[src/verilog/evf_pkg.sv]
// Constants and types shared by the exception vector and frame unit.
package evf_pkg;

	// ****************************************************************
	// Vector numbers
	// ****************************************************************
	localparam logic [7:0] VEC_RESET_SP   = 8'h00;
	localparam logic [7:0] VEC_RESET_PC   = 8'h01;
	localparam logic [7:0] VEC_ACCESS     = 8'h02;
	localparam logic [7:0] VEC_ADDRESS    = 8'h03;
	localparam logic [7:0] VEC_ILLEGAL    = 8'h04;
	localparam logic [7:0] VEC_PRIV       = 8'h08;
	localparam logic [7:0] VEC_TRACE      = 8'h09;
	localparam logic [7:0] VEC_LINEA      = 8'h0A;
	localparam logic [7:0] VEC_LINEF      = 8'h0B;
	localparam logic [7:0] VEC_DEBUG      = 8'h0C;
	localparam logic [7:0] VEC_FORMAT     = 8'h0E;
	localparam logic [7:0] VEC_AUTO_BASE  = 8'h18;
	localparam logic [7:0] VEC_TRAP_BASE  = 8'h20;

	// ****************************************************************
	// Frame fields
	// ****************************************************************
	localparam logic [3:0] FLT_NONE       = 4'h0;
	localparam logic [3:0] FLT_FETCH      = 4'h4;
	localparam logic [3:0] FLT_WRITE      = 4'h8;
	localparam logic [3:0] FLT_WPROT      = 4'h9;
	localparam logic [3:0] FLT_READ       = 4'hC;
	localparam logic [3:0] FORMAT_BASE    = 4'h4;
	localparam logic [31:0] FRAME_BYTES   = 32'h0000_0008;
	localparam int         PSW_T          = 15;
	localparam int         PSW_S          = 13;
	localparam int         PSW_M          = 12;
	localparam int         TBASE_KEEP     = 12;
	localparam logic [1:0] IDX_SCALE8     = 2'h3;
	localparam logic [2:0] IPL_NMI        = 3'h7;
	localparam logic [31:0] RESET_PC_OFS  = 32'h0000_0004;

	// ****************************************************************
	// Register map and fields
	// ****************************************************************
	localparam logic [7:0] OFS_TBASE      = 8'h00;
	localparam logic [7:0] OFS_EV_STATUS  = 8'h04;
	localparam logic [7:0] OFS_EV_MASK    = 8'h08;
	localparam logic [7:0] OFS_CTRL       = 8'h0C;
	localparam logic [7:0] OFS_FRAME0     = 8'h10;
	localparam logic [7:0] OFS_FRAME1     = 8'h14;
	localparam logic [7:0] OFS_STATE      = 8'h18;
	localparam int         EV_W           = 4;
	localparam int         EV_EXC         = 0;
	localparam int         EV_ACCESS      = 1;
	localparam int         EV_ADDRESS     = 2;
	localparam int         EV_INT         = 3;
	localparam int         CTRL_AUTOVEC   = 0;
	localparam logic [11:0] TBASE_RESET   = 12'h000;

	typedef enum logic [2:0]
	{
		EVF_C_ILLEGAL,
		EVF_C_PRIV,
		EVF_C_LINEA,
		EVF_C_LINEF,
		EVF_C_FORMAT,
		EVF_C_TRACE,
		EVF_C_DEBUG,
		EVF_C_TRAP
	} evf_class_t;

	typedef enum logic [2:0]
	{
		S_RST_SP,
		S_RST_PC,
		S_IDLE,
		S_INT_ACK,
		S_FRAME,
		S_VEC,
		S_FIRST
	} evf_state_t;

endpackage : evf_pkg

[src/verilog/evf_frame_if.sv]
// Interface between the sequencer and the stack frame builder.
`timescale 1ns/1ps
interface evf_frame_if;
	logic [7:0]  vector;
	logic [3:0]  fault_status_field;
	logic [31:0] stack_pointer_reg;
	logic [15:0] processor_status_word;
	logic [31:0] pc;
	logic [31:0] word0;
	logic [31:0] word1;
	logic [31:0] new_sp;

	modport builder
	(
		input  vector,
		input  fault_status_field,
		input  stack_pointer_reg,
		input  processor_status_word,
		input  pc,
		output word0,
		output word1,
		output new_sp
	);

	modport user
	(
		output vector,
		output fault_status_field,
		output stack_pointer_reg,
		output processor_status_word,
		output pc,
		input  word0,
		input  word1,
		input  new_sp
	);
endinterface : evf_frame_if

[src/verilog/evf_frame.sv]
// Builds the two-longword exception stack frame.
`timescale 1ns/1ps
module evf_frame (
	evf_frame_if.builder fr
);
	import evf_pkg::*;

	wire [1:0]  sp_low = fr.stack_pointer_reg[1:0];
	wire [3:0]  format = FORMAT_BASE + {2'b00, sp_low};

	// The frame always lands on a longword boundary below the old pointer.
	assign fr.new_sp = fr.stack_pointer_reg - FRAME_BYTES
		- {30'h0000_0000, sp_low};
	assign fr.word0 = {format, fr.fault_status_field[3:2], fr.vector,
		fr.fault_status_field[1:0], fr.processor_status_word};
	assign fr.word1 = fr.pc;

endmodule : evf_frame

[src/verilog/evf_top.sv]
// Exception sequencer with vector selection, frame build and AHB registers.
// What this block does
// - Reset loads stack pointer from entry 0 and program counter from entry 1.
// - Access, address, illegal, privilege, line-a/f, format stack the faulting PC.
// - Trace, debug, interrupts and traps stack the next instruction's PC.
// - Autovectored levels one to seven use vectors 25 to 31.
// - Trap 0-15 use vectors 32-47; 64-255 are user interrupts.
// - No interrupt is sampled during a handler's first instruction.
// - Frame is format/vector word over status word, then the PC.
// - Format is four plus the pointer's low bits; pointer drops accordingly.
// - Fault status codes fetch 0100, write 1000/1001, read 1100, else zero.
// - Vector field is internal for faults and autovectored interrupts, acknowledged value for other interrupts.
// - A bus error termination raises an access error on vector two.
// - Fetch errors are tagged and raised only when an instruction uses them.
// - Operand read errors abort at once, keeping updates already done.
// - Write errors are reported imprecisely at the next instruction boundary or drained no-op.
// - A no-op stalls until buffered writes finish and reports their errors.
// - A control transfer to an odd target raises address error vector three.
// - Word index, scale eight or full-extension indexing raise address error.
// - Handler address is table base upper twelve bits plus four times vector.
// - Entry copies status, sets supervisor, clears trace; interrupts set mask.
`timescale 1ns/1ps
module evf_top (
	input  wire logic               hclk,
	input  wire logic               hresetn,
	input  wire logic               hsel,
	input  wire logic [31:0]        haddr,
	input  wire logic [1:0]         htrans,
	input  wire logic               hwrite,
	input  wire logic [2:0]         hsize,
	input  wire logic [31:0]        hwdata,
	input  wire logic               hready,
	output logic                    hreadyout,
	output logic [31:0]             hrdata,
	output logic                    hresp,
	output logic                    irq,
	input  wire logic               insn_boundary,
	input  wire logic [31:0]        cur_pc,
	input  wire logic [31:0]        next_pc,
	input  wire logic [31:0]        stack_pointer_reg,
	input  wire logic [15:0]        processor_status_word,
	input  wire logic               exc_req,
	input  wire evf_pkg::evf_class_t exc_class,
	input  wire logic [3:0]         trap_num,
	input  wire logic               flow_valid,
	input  wire logic [31:0]        flow_target,
	input  wire logic               idx_valid,
	input  wire logic               word_index_register,
	input  wire logic [1:0]         idx_scale,
	input  wire logic               idx_full,
	input  wire logic               fetch_bus_err,
	input  wire logic               flow_change,
	input  wire logic               insn_uses_fetch,
	input  wire logic               oper_read_err,
	input  wire logic               write_bus_err,
	input  wire logic               write_prot_err,
	input  wire logic               nop_exec,
	input  wire logic               writes_pending,
	input  wire logic [2:0]         int_level,
	input  wire logic               int_ack_valid,
	input  wire logic [7:0]         int_ack_vector,
	input  wire logic               vec_rd_valid,
	input  wire logic [31:0]        vec_rd_data,
	output logic                    interrupt_acknowledge_cycle,
	output logic [2:0]              int_ack_level,
	output logic                    vec_rd_req,
	output logic [31:0]             vec_rd_addr,
	output logic                    init_done,
	output logic [31:0]             init_sp,
	output logic [31:0]             init_pc,
	output logic                    exc_start,
	output logic                    abort_insn,
	output logic [31:0]             frame_word0,
	output logic [31:0]             frame_word1,
	output logic [31:0]             frame_sp,
	output logic [15:0]             new_status_word,
	output logic                    handler_go,
	output logic [31:0]             handler_pc,
	output logic                    nop_stall,
	output logic                    int_sample_en
);
	import evf_pkg::*;

	// ****************************************************************
	// Cause detection and selection
	// ****************************************************************
	evf_state_t  state;
	evf_state_t  next_state;
	logic        fetch_tag;
	logic        wr_err_pend;
	logic [3:0]  wr_fstat;
	logic [11:0] vector_table_base;
	logic        ctrl_autovec;
	logic [7:0]  lat_vec;
	logic [3:0]  lat_fstat;
	logic [31:0] lat_pc;
	logic [31:0] lat_sp;
	logic [15:0] lat_psw;
	logic        lat_int;

	function automatic logic [7:0] class_vector(input evf_class_t c,
		input logic [3:0] n);
		case (c)
			EVF_C_ILLEGAL: class_vector = VEC_ILLEGAL;
			EVF_C_PRIV:    class_vector = VEC_PRIV;
			EVF_C_LINEA:   class_vector = VEC_LINEA;
			EVF_C_LINEF:   class_vector = VEC_LINEF;
			EVF_C_FORMAT:  class_vector = VEC_FORMAT;
			EVF_C_TRACE:   class_vector = VEC_TRACE;
			EVF_C_DEBUG:   class_vector = VEC_DEBUG;
			EVF_C_TRAP:    class_vector = VEC_TRAP_BASE + {4'h0, n};
			default:       class_vector = VEC_ILLEGAL;
		endcase
	endfunction : class_vector

	wire idx_bad     = idx_valid && (word_index_register
		|| idx_scale == IDX_SCALE8 || idx_full);
	wire addr_err    = (flow_valid && flow_target[0]) || idx_bad;
	wire fetch_fault = insn_uses_fetch && fetch_tag;
	wire read_fault  = oper_read_err;
	wire nop_drained = nop_exec && !writes_pending;
	wire write_fault = wr_err_pend
		&& (insn_boundary || nop_drained);
	wire access_err  = fetch_fault || read_fault || write_fault;
	wire may_take    = state == S_IDLE || state == S_FIRST;
	wire int_above   = int_level > processor_status_word[10:8]
		|| int_level == IPL_NMI;
	wire int_ok      = state == S_IDLE && insn_boundary
		&& int_level != 3'h0 && int_above;
	wire class_next  = exc_class == EVF_C_TRACE
		|| exc_class == EVF_C_DEBUG || exc_class == EVF_C_TRAP;
	wire any_cause   = addr_err || access_err || exc_req || int_ok;
	wire take        = may_take && any_cause;
	wire take_int    = !(addr_err || access_err || exc_req) && int_ok;
	wire take_trap   = !(addr_err || access_err) && exc_req
		&& exc_class == EVF_C_TRAP;
	wire need_int_ack = take_int && !ctrl_autovec;
	wire [7:0] auto_vec = VEC_AUTO_BASE + {5'h00, int_level};
	wire [7:0] sel_vec  = addr_err ? VEC_ADDRESS
		: access_err ? VEC_ACCESS
		: exc_req ? class_vector(exc_class, trap_num) : auto_vec;
	wire [3:0] sel_fstat = addr_err ? FLT_NONE
		: fetch_fault ? FLT_FETCH
		: read_fault ? FLT_READ
		: write_fault ? wr_fstat : FLT_NONE;
	wire sel_next       = !(addr_err || access_err)
		&& (exc_req ? class_next : 1'b1);
	wire [31:0] sel_pc  = sel_next ? next_pc : cur_pc;

	// ****************************************************************
	// Frame builder and entry status word
	// ****************************************************************
	evf_frame_if fr ();

	assign fr.vector                = lat_vec;
	assign fr.fault_status_field    = lat_fstat;
	assign fr.stack_pointer_reg     = lat_sp;
	assign fr.processor_status_word = lat_psw;
	assign fr.pc                    = lat_pc;

	evf_frame u_frame (
		.fr (fr.builder)
	);

	wire [15:0] entry_psw = {1'b0, lat_psw[14], 1'b1,
		lat_int ? 1'b0 : lat_psw[PSW_M], lat_psw[11],
		lat_int ? int_ack_level : lat_psw[10:8], lat_psw[7:0]};
	wire [31:0] table_base = {vector_table_base, 20'h00000};
	wire [31:0] handler_slot = table_base
		| {22'h000000, lat_vec, 2'b00};

	// ****************************************************************
	// Sequencer
	// ****************************************************************
	always_comb
	begin
		next_state = state;
		case (state)
			S_RST_SP:
				if (vec_rd_valid)
					next_state = S_RST_PC;
			S_RST_PC:
				if (vec_rd_valid)
					next_state = S_IDLE;
			S_IDLE, S_FIRST:
				if (take)
					next_state = need_int_ack ? S_INT_ACK : S_FRAME;
				else if (state == S_FIRST && insn_boundary)
					next_state = S_IDLE;
			S_INT_ACK:
				if (int_ack_valid)
					next_state = S_FRAME;
			S_FRAME:
				next_state = S_VEC;
			S_VEC:
				if (vec_rd_valid)
					next_state = S_FIRST;
			default:
				next_state = S_RST_SP;
		endcase
	end

	wire next_rd = next_state == S_RST_SP || next_state == S_RST_PC
		|| next_state == S_VEC;
	wire [31:0] next_rd_addr = next_state == S_RST_SP ? table_base
		: next_state == S_RST_PC ? table_base + RESET_PC_OFS
		: handler_slot;

	always_ff @(posedge hclk or negedge hresetn)
	begin
		if (!hresetn)
		begin
			state                       <= S_RST_SP;
			vec_rd_req                  <= 1'b0;
			vec_rd_addr                 <= 32'h0000_0000;
			interrupt_acknowledge_cycle <= 1'b0;
			int_sample_en               <= 1'b0;
			exc_start                   <= 1'b0;
			abort_insn                  <= 1'b0;
			handler_go                  <= 1'b0;
			nop_stall                   <= 1'b0;
		end
		else
		begin
			state                       <= next_state;
			vec_rd_req                  <= next_rd;
			vec_rd_addr                 <= next_rd_addr;
			interrupt_acknowledge_cycle <= next_state == S_INT_ACK;
			int_sample_en               <= next_state == S_IDLE;
			exc_start                   <= state == S_FRAME;
			abort_insn                  <= take && !sel_next;
			handler_go                  <= state == S_VEC && vec_rd_valid;
			nop_stall                   <= nop_exec && writes_pending;
		end
	end

	// Cause details are frozen at the take so that the pipeline may move on.
	always_ff @(posedge hclk or negedge hresetn)
	begin
		if (!hresetn)
		begin
			lat_vec       <= 8'h00;
			lat_fstat     <= 4'h0;
			lat_pc        <= 32'h0000_0000;
			lat_sp        <= 32'h0000_0000;
			lat_psw       <= 16'h0000;
			lat_int       <= 1'b0;
			int_ack_level <= 3'h0;
		end
		else if (take)
		begin
			lat_vec       <= sel_vec;
			lat_fstat     <= sel_fstat;
			lat_pc        <= sel_pc;
			lat_sp        <= stack_pointer_reg;
			lat_psw       <= processor_status_word;
			lat_int       <= take_int;
			int_ack_level <= int_level;
		end
		else if (state == S_INT_ACK && int_ack_valid)
			lat_vec       <= int_ack_vector;
	end

	always_ff @(posedge hclk or negedge hresetn)
	begin
		if (!hresetn)
		begin
			frame_word0     <= 32'h0000_0000;
			frame_word1     <= 32'h0000_0000;
			frame_sp        <= 32'h0000_0000;
			new_status_word <= 16'h0000;
			handler_pc      <= 32'h0000_0000;
		end
		else if (state == S_FRAME)
		begin
			frame_word0     <= fr.word0;
			frame_word1     <= fr.word1;
			frame_sp        <= fr.new_sp;
			new_status_word <= entry_psw;
		end
		else if (state == S_VEC && vec_rd_valid)
			handler_pc      <= vec_rd_data;
	end

	always_ff @(posedge hclk or negedge hresetn)
	begin
		if (!hresetn)
		begin
			init_sp   <= 32'h0000_0000;
			init_pc   <= 32'h0000_0000;
			init_done <= 1'b0;
		end
		else if (vec_rd_valid && state == S_RST_SP)
			init_sp   <= vec_rd_data;
		else if (vec_rd_valid && state == S_RST_PC)
		begin
			init_pc   <= vec_rd_data;
			init_done <= 1'b1;
		end
	end

	// A fetch error stays latent until used; a new setting beats the discard.
	always_ff @(posedge hclk or negedge hresetn)
	begin
		if (!hresetn)
		begin
			fetch_tag   <= 1'b0;
			wr_err_pend <= 1'b0;
			wr_fstat    <= FLT_NONE;
		end
		else
		begin
			fetch_tag   <= fetch_bus_err
				|| (fetch_tag && !flow_change
				&& !(take && fetch_fault));
			wr_err_pend <= write_bus_err || write_prot_err
				|| (wr_err_pend && !(take && write_fault && !addr_err
				&& !fetch_fault && !read_fault));
			if (write_bus_err || write_prot_err)
				wr_fstat <= write_prot_err ? FLT_WPROT : FLT_WRITE;
		end
	end

	// ****************************************************************
	// AHB-Lite register slave
	// ****************************************************************
	// Reads are decoded in the address phase so data is ready with no wait.
	logic            wr_pend;
	logic [7:0]      wr_ofs;
	logic [EV_W-1:0] ev_status;
	logic [EV_W-1:0] ev_mask;

	wire        ahb_take  = hsel && hready && htrans[1];
	wire [7:0]  rd_ofs    = {haddr[7:2], 2'b00};
	wire        hit_tbase = wr_pend && wr_ofs == OFS_TBASE;
	wire        hit_stat  = wr_pend && wr_ofs == OFS_EV_STATUS;
	wire        hit_mask  = wr_pend && wr_ofs == OFS_EV_MASK;
	wire        hit_ctrl  = wr_pend && wr_ofs == OFS_CTRL;
	wire [EV_W-1:0] ev_set = {take && take_int,
		take && addr_err, take && !addr_err && access_err, take};
	wire [EV_W-1:0] ev_clr = hit_stat ? hwdata[EV_W-1:0] : '0;
	wire [31:0] rd_data =
		rd_ofs == OFS_TBASE ? {vector_table_base, 20'h00000}
		: rd_ofs == OFS_EV_STATUS ? {28'h0000000, ev_status}
		: rd_ofs == OFS_EV_MASK ? {28'h0000000, ev_mask}
		: rd_ofs == OFS_CTRL ? {31'h00000000, ctrl_autovec}
		: rd_ofs == OFS_FRAME0 ? frame_word0
		: rd_ofs == OFS_FRAME1 ? frame_word1
		: rd_ofs == OFS_STATE ? {29'h00000000, state}
		: 32'h0000_0000;

	always_ff @(posedge hclk or negedge hresetn)
	begin
		if (!hresetn)
		begin
			hreadyout <= 1'b0;
			hresp     <= 1'b0;
			hrdata    <= 32'h0000_0000;
			wr_pend   <= 1'b0;
			wr_ofs    <= 8'h00;
		end
		else
		begin
			hreadyout <= 1'b1;
			hresp     <= 1'b0;
			wr_pend   <= ahb_take && hwrite;
			if (ahb_take)
				wr_ofs <= rd_ofs;
			if (ahb_take && !hwrite)
				hrdata <= rd_data;
		end
	end

	always_ff @(posedge hclk or negedge hresetn)
	begin
		if (!hresetn)
		begin
			vector_table_base <= TBASE_RESET;
			ctrl_autovec      <= 1'b0;
			ev_mask           <= '0;
			ev_status         <= '0;
			irq               <= 1'b0;
		end
		else
		begin
			if (hit_tbase)
				vector_table_base <= hwdata[31:32-TBASE_KEEP];
			if (hit_ctrl)
				ctrl_autovec      <= hwdata[CTRL_AUTOVEC];
			if (hit_mask)
				ev_mask           <= hwdata[EV_W-1:0];
			// A new event beats a write-one-to-clear in the same cycle.
			ev_status <= (ev_status & ~ev_clr) | ev_set;
			irq       <= |(ev_status & ev_mask);
		end
	end
endmodule : evf_top
[config.mk]
export PLATFORM = sky130hd
export DESIGN_NAME = evf_top
export DESIGN_NICKNAME = d
export VERILOG_FILES = /design/src/verilog/evf_pkg.sv /design/src/verilog/evf_frame_if.sv /design/src/verilog/evf_frame.sv /design/src/verilog/evf_top.sv
export SDC_FILE = /design/constraint.sdc
export NUM_CORES = 1
export LEC_CHECK = 0
export BUFFER_PORTS_ARGS = -buffer_cell sky130_fd_sc_hd__buf_2
export CORE_AREA = 4 4 218 220
export DETAILED_ROUTE_END_ITERATION = 7
export DIE_AREA = 0 0 222 224
export HOLD_SLACK_MARGIN = 0.08
export PLACE_DENSITY = 0.66
export SLEW_MARGIN = 15
export SYNTH_ARGS = -nofsm -noshare
export SYNTH_HDL_FRONTEND = slang
export SYNTH_SLANG_ARGS = --single-unit
export TNS_END_PERCENT = 1
[constraint.sdc]
create_clock -name hclk -period 4.5 [get_ports hclk]
set_input_delay 0.675 -clock hclk [delete_from_list [all_inputs] [get_ports hclk]]
set_output_delay 0.675 -clock hclk [all_outputs]
set_load 0.02 [all_outputs]
==> flow_summary_export.csv, run 1 <==
group,metric,value,unit
outcome,outcome,"finished clean",
sta,fin_worst_skew,31.8,ps
logic_synthesis,seq_area_frac_synth,60.5,%
critical_path,crit_arrival,3230,ps
critical_path,rr_startpoint,"state[0]",
clock_tree,cts_buffers,42,
clock_tree,cts.sinks,384,
grt,antenna_found_initial,11,
logic_synthesis,synth-xor-area-share,1.54,%
die,coreArea,45300,um^2
sta,fin_crit,2800,ps
clock_tree,root_buffer,"clkbuf_16",
critical_path,crit_path_max_incr_delay,490,ps
final_layout,final_cell_mix,"buf_2 (475), dfrtp_1 (384), mux2_2 (197)",
die,die_w,222,um
sta,fin_tns_setup,0,ps
die,die-area,49700,um^2
logic_synthesis,yosysWarningCount,0,
critical_path,start_kind,"input pin",
grt,grt_pass1_vias,12000,
die,io-pin-count,572,
clock_tree,cts_resized,0,
die,die_y,224,um
logic_synthesis,postSynthCellCount,1304,
logic_synthesis,synth_ff_type,"dfrtp_1",
sta,period_share,62.1,%
final_layout,syn2layout_area_growth,27.9,%
grt,grt_pass1_wl,72.1,mm
sta,hold-worst-slack,155,ps
pwr,powerDensity,737,nW/um^2
grt,grt_max_degree,136,
critical_path,rr_endpoint,"fr.processor_status_word[2]",
detailed_routing,drt_first_pass_iters,5,
sta,max_freq,0.358,GHz
final_layout,layout_commonest_cell,"buf_2",
logic_synthesis,synth-seq-cells,384,
critical_path,worstPathCellList,"buf_2, ha_1, nor2b_1, o21a_1, o221ai_1, o221a_4, buf_12, mux2_2",
sta,rsz0062_at_grt,"false",
placed_design,numPortBuffers,476,
detailed_routing,vias,11700,
clock_tree,cts_tree,"done",
sta,setup_viol,0,
clock_tree,post_cts_buffers,0,
placed_design,hpwl,35.3,mm
logic_synthesis,synth_top_family_by_area,"multiplexers",
detailed_routing,drc,0,
clock_tree,clockBufferDepth,3,
logic_synthesis,synth-async-reset-ratio,100,%
clock_tree,cts_max_level,2,
sta,drv_slew,0,
logic_synthesis,synthMuxAreaShare,16.4,%
critical_path,cp.required,4930,ps
critical_path,crit_buf_inv,2,
clock_tree,cts.clk_slew.worst_paths,60,ps
grt,grt_overflow_total,0,
clock_tree,clk_latency,570,ps
clock_tree,ctsHoldBuffers,0,
critical_path,worst-path-max-fanout,135,
critical_path,worst-setup-path-type,"input pin to register",
logic_synthesis,synth-simple-area-share,9.08,%
run,cap_viol_max_count,0,
grt,grt_use_total,18.5,%
sta,hold_viol,0,
final_layout,drive_gt1_share,43.6,%
logic_synthesis,syn_avg_cell_area,12.2,um^2
die,start_util,35.1,%
pwr,ir_worst_vdd,433,uV
detailed_routing,wire_per_inst,19.9,um
final_layout,num-nets-final,2051,
critical_path,critPathCaptureType,"register",
sta,tightestPinTransition,1130,ps
placed_design,gp_congestion,0.833,
die,rows,78,
logic_synthesis,synth_edf_count,0,
critical_path,rrSetupSlack,1700,ps
pwr,p_leak,10.2,nW
detailed_routing,drt-initial-drc-count,673,
detailed_routing,drt.antenna.violating_nets,0,
critical_path,cpMaxStageDelayCell,"o221ai_1",
sta,relSlewSlack,24.5,%
min_path,hold_path_class,"input pin to asynchronous set/reset pin",
critical_path,path_delay_family,"compound AO/OA/AOI/OAI gates",
critical_path,cp.depth,8,
logic_synthesis,yosysUniqueCellTypes,62,
logic_synthesis,synth_compound_gate_area_share,8.11,%
logic_synthesis,synthAdderAreaFrac,0.394,%
critical_path,ff2ff_path_depth,6,
logic_synthesis,synth_area,15900,um^2
critical_path,startpoint,"int_level[1]",
detailed_routing,via_per_inst,4.89,
detailed_routing,wl,47.7,mm
synth_stat cells, types with 6 or more instances:
| cell type | number | share of area (%) |
|---|---|---|
| nand2_1 | 182 | 4.3 |
| mux2i_1 | 39 | 2.5 |
| nor2_1 | 57 | 1.3 |
| nor4_1 | 9 | 0.35 |
| a21oi_1 | 41 | 1.3 |
| and2_1 | 9 | 0.35 |
| xnor2_1 | 19 | 1.0 |
| buf_1 | 9 | 0.21 |
| buf_4 | 30 | 1.4 |
| nor3_1 | 14 | 0.44 |
| buf_2 | 12 | 0.38 |
| nand3_1 | 12 | 0.38 |
| mux2_2 | 197 | 14 |
| a222oi_1 | 26 | 1.6 |
| clkbuf_1 | 46 | 1.1 |
| a22oi_1 | 6 | 0.28 |
| nor2b_1 | 9 | 0.35 |
| inv_1 | 34 | 0.80 |
| xor2_1 | 9 | 0.50 |
| o21ai_0 | 67 | 2.1 |
| dfrtp_1 | 384 | 61 |
| a221oi_1 | 6 | 0.33 |
worst reg2reg max path, cell delays in order, from the launching register on:
cell	delay [ps]
dfrtp_1	660
nor2b_1	250
and3_1	310
o211ai_1	200
o221a_4	260
buf_12	470
mux2_2	490
per-stage QoR:
| step | worst slack (ps) | total power [W] | utilization, % | cells | area (um^2) |
|---|---|---|---|---|---|
| CTS | 1630 | 0.0152 | 44.8 | 2393 | 20300 |
| global placement | 1230 | 0.0112 | 41.5 | 2316 | 18800 |
| floorplan | 1850 | 0.00935 | - | 1321 | 15900 |
| finish | 1700 | 0.0150 | 44.9 | 2401 | 20300 |
| global route | 1520 | 0.0159 | 44.9 | 2399 | 20300 |
| detailed placement | 1170 | 0.0114 | 41.5 | 2316 | 18800 |
cells by family after synthesis:
group / after synthesis
adder cells (fa/ha/maj): 5
multiplexers: 236
AO/OA/AOI/OAI: 194
AND/OR/NAND/NOR: 324
other: 2
buffers and inverters: 131
XOR/XNOR: 28
flip-flops: 384
worst max path at each step:
stage,end
floorplan,fr.processor_status_word[0]
global placement,fr.stack_pointer_reg[8]
detailed placement,fr.stack_pointer_reg[6]
CTS,fr.fault_status_field[3]
global route,fr.fault_status_field[3]
finish,fr.processor_status_word[2]
final cells by class:
type	count	area (um^2)
fill	4196	25000
sequential	384	9610
multi-input combinational	806	5750
timing repair buffer	492	2550
clock buffer	53	1160
tap	600	751
clock inverter	24	347
inverter	34	128
antenna	8	20.0
report_power, final:
part	switching, W	total, W	internal (W)
logic	0.00316	0.00536	0.00220
clock network	0.00147	0.00373	0.00226
registers	0.00101	0.00588	0.00488
metal layers:
layer / part of all wire (%) / global-route usage [%]
met5: 0.076 / 0
met4: 3.3 / 6.92
met3: 7.9 / 5.73
met2: 48 / 30.6
met1: 41 / 23.0
(Power assumes the default switching activity.)
==> run 2, diff against run 1 <==
Settings changed: CORE_AREA 4 4 218 220 to 4 4 223 225, DIE_AREA 0 0 222 224 to 0 0 227 229, PLACE_DENSITY 0.66 to 0.65.
Clock period 4.5 ns to 2.5 ns, I/O delays scaled along.
==> run 2 against run 1 <==
Sequential share of layout area is 3.4 points lower. Highest routed layer unchanged. Die area is 4.5% higher. First-iteration DRC count is 2.5% higher.
==> flow_summary_export.csv, run 2 (synthesis results as in run 1) <==
group,metric,value,unit
outcome,outcome,"finished clean",
detailed_routing,wire_per_inst,19.6,um
clock_tree,root_buffer,"clkbuf_16",
final_layout,design_area,21900,um^2
final_layout,final_cell_mix,"buf_2 (475), dfrtp_1 (384), mux2_2 (197)",
grt,grt_pass1_wl,76.4,mm
die,rows,80,
detailed_routing,vias,12400,
placed_design,gp_congestion,0.847,
detailed_routing,via_per_inst,4.80,
die,die-area,52000,um^2
clock_tree,cts_tree,"done",
detailed_routing,drc,0,
final_layout,fillers,4358,
final_layout,layout_commonest_cell,"buf_2",
sta,fin_crit,2410,ps
sta,relSlewSlack,55.0,%
sta,period_share,96.5,%
final_layout,finalNonFillerCells,2584,
die,die_y,229,um
placed_design,placed_cells,2387,
placed_design,numPortBuffers,476,
die,io-pin-count,572,
sta,max_freq,0.414,GHz
die,start_util,33.4,%
die,coreArea,47500,um^2
clock_tree,cts_max_level,2,
critical_path,critPathCaptureType,"register",
clock_tree,cts.clk_slew.worst_paths,60,ps
pwr,p_leak,10.9,nW
min_path,hold_path_class,"input pin to register",
grt,grt_use_total,18.9,%
detailed_routing,drt-initial-drc-count,690,
sta,drv_slew,0,
pwr,powerDensity,1230,nW/um^2
grt,grt_pass1_vias,12800,
clock_tree,post_cts_buffers,0,
final_layout,num-nets-final,2229,
grt,grt_overflow_total,0,
grt,antenna_found_initial,12,
sta,setup_viol,0,
critical_path,cp.required,2930,ps
sta,hold_viol,0,
clock_tree,cts_buffers,43,
placed_design,hpwl,37.3,mm
detailed_routing,wl,50.7,mm
placed_design,placed_cell_area,19300,um^2
grt,grt_max_degree,104,
clock_tree,clk_latency,560,ps
sta,fin_worst_skew,15.5,ps
sta,rsz0062_at_grt,"false",
final_layout,syn2layout_area_growth,37.9,%
run,cap_viol_max_count,0,
detailed_routing,drt_first_pass_iters,6,
clock_tree,cts.sinks,384,
critical_path,worst-setup-path-type,"register to register",
final_layout,drive_gt1_share,42.2,%
pwr,ir_worst_vdd,642,uV
critical_path,worst-path-max-fanout,4,
detailed_routing,drt.antenna.violating_nets,0,
critical_path,crit_arrival,2840,ps
die,die_w,227,um
sta,tightestPinTransition,675,ps
clock_tree,clockBufferDepth,3,
critical_path,start_kind,"register",
-- run 2: cell types whose count changed in the layout (fill, tap and decap cells not counted), moves of 4 or more --
cell           delta
buf_4            +48
buf_12            +8
bufinv_16         -5
diode_2           -4
dlygate4sd3_1   +121
-- run 2: per-layer routing --
layer	up-vias	track usage (%)	share of wire, %
met1	6045	23.6	41
met4	14	6.37	3.4
li1	5799	-	-
met5	-	0	0.15
met3	98	5.14	7.5
met2	445	31.9	48
-- run 2: final timing paths --
check | startpoint | depth (start not counted) | end | slack (ps)
setup / recovery | fr.stack_pointer_reg[18] | 6 | frame_sp[26] | 90
hold / removal | next_pc[25] | 3 | fr.pc[25] | 120
setup reg to reg | fr.stack_pointer_reg[18] | 6 | frame_sp[26] | 90
hold reg to reg | vector_table_base[11] | 0 | vec_rd_addr[31] | 420
max in group asynchronous | hresetn | 3 | init_pc[18] | 1240
min in group asynchronous | hresetn | 2 | hrdata[29] | 430
-- run 2: final cells by class --
cell class,count,area (um^2),share of cell area [%]
well taps,615,769,3.51
repair buffers,669,4280,19.5
diodes,4,10.0,0.0457
flip-flops and latches,384,9610,43.9
clock buffers,57,1200,5.48
inverters,34,128,0.583
multi-input cells,806,5750,26.3
clock inverters,15,155,0.708
-- run 2: power breakdown --
group / total, W / switching [W] / internal, W
clock network: 0.00611 / 0.00253 / 0.00358
logic: 0.0104 / 0.00597 / 0.00438
registers: 0.0106 / 0.00179 / 0.00878
-- run 2: timing repair --
item	CTS	global route
hold buffers	121	0
endpoints found under the hold margin	241	0
setup endpoints to repair	0	1
resized for setup	0	1
-- run 2: critical path, stage by stage, from the launching register on --
cell	delay [ps]
dfrtp_1	410
or3_4	410
or4_4	510
or3_4	380
or3_1	330
xor2_1	170
a21oi_2	70
-- run 2: through the flow --
stage	setup WS, ps	total power, W	setup TNS, ps	utilization (%)	hold WS (ps)
after global routing	25.9	0.0287	0	46.1	105
after CTS	90.4	0.0274	0	46.0	82.9
final	86.5	0.0270	0	46.1	115
after detailed placement	-85.0	0.0209	-245	40.7	408
after global placement	-82.9	0.0206	-90.8	40.7	400
after floorplan	154	0.0168	0	-	79.4
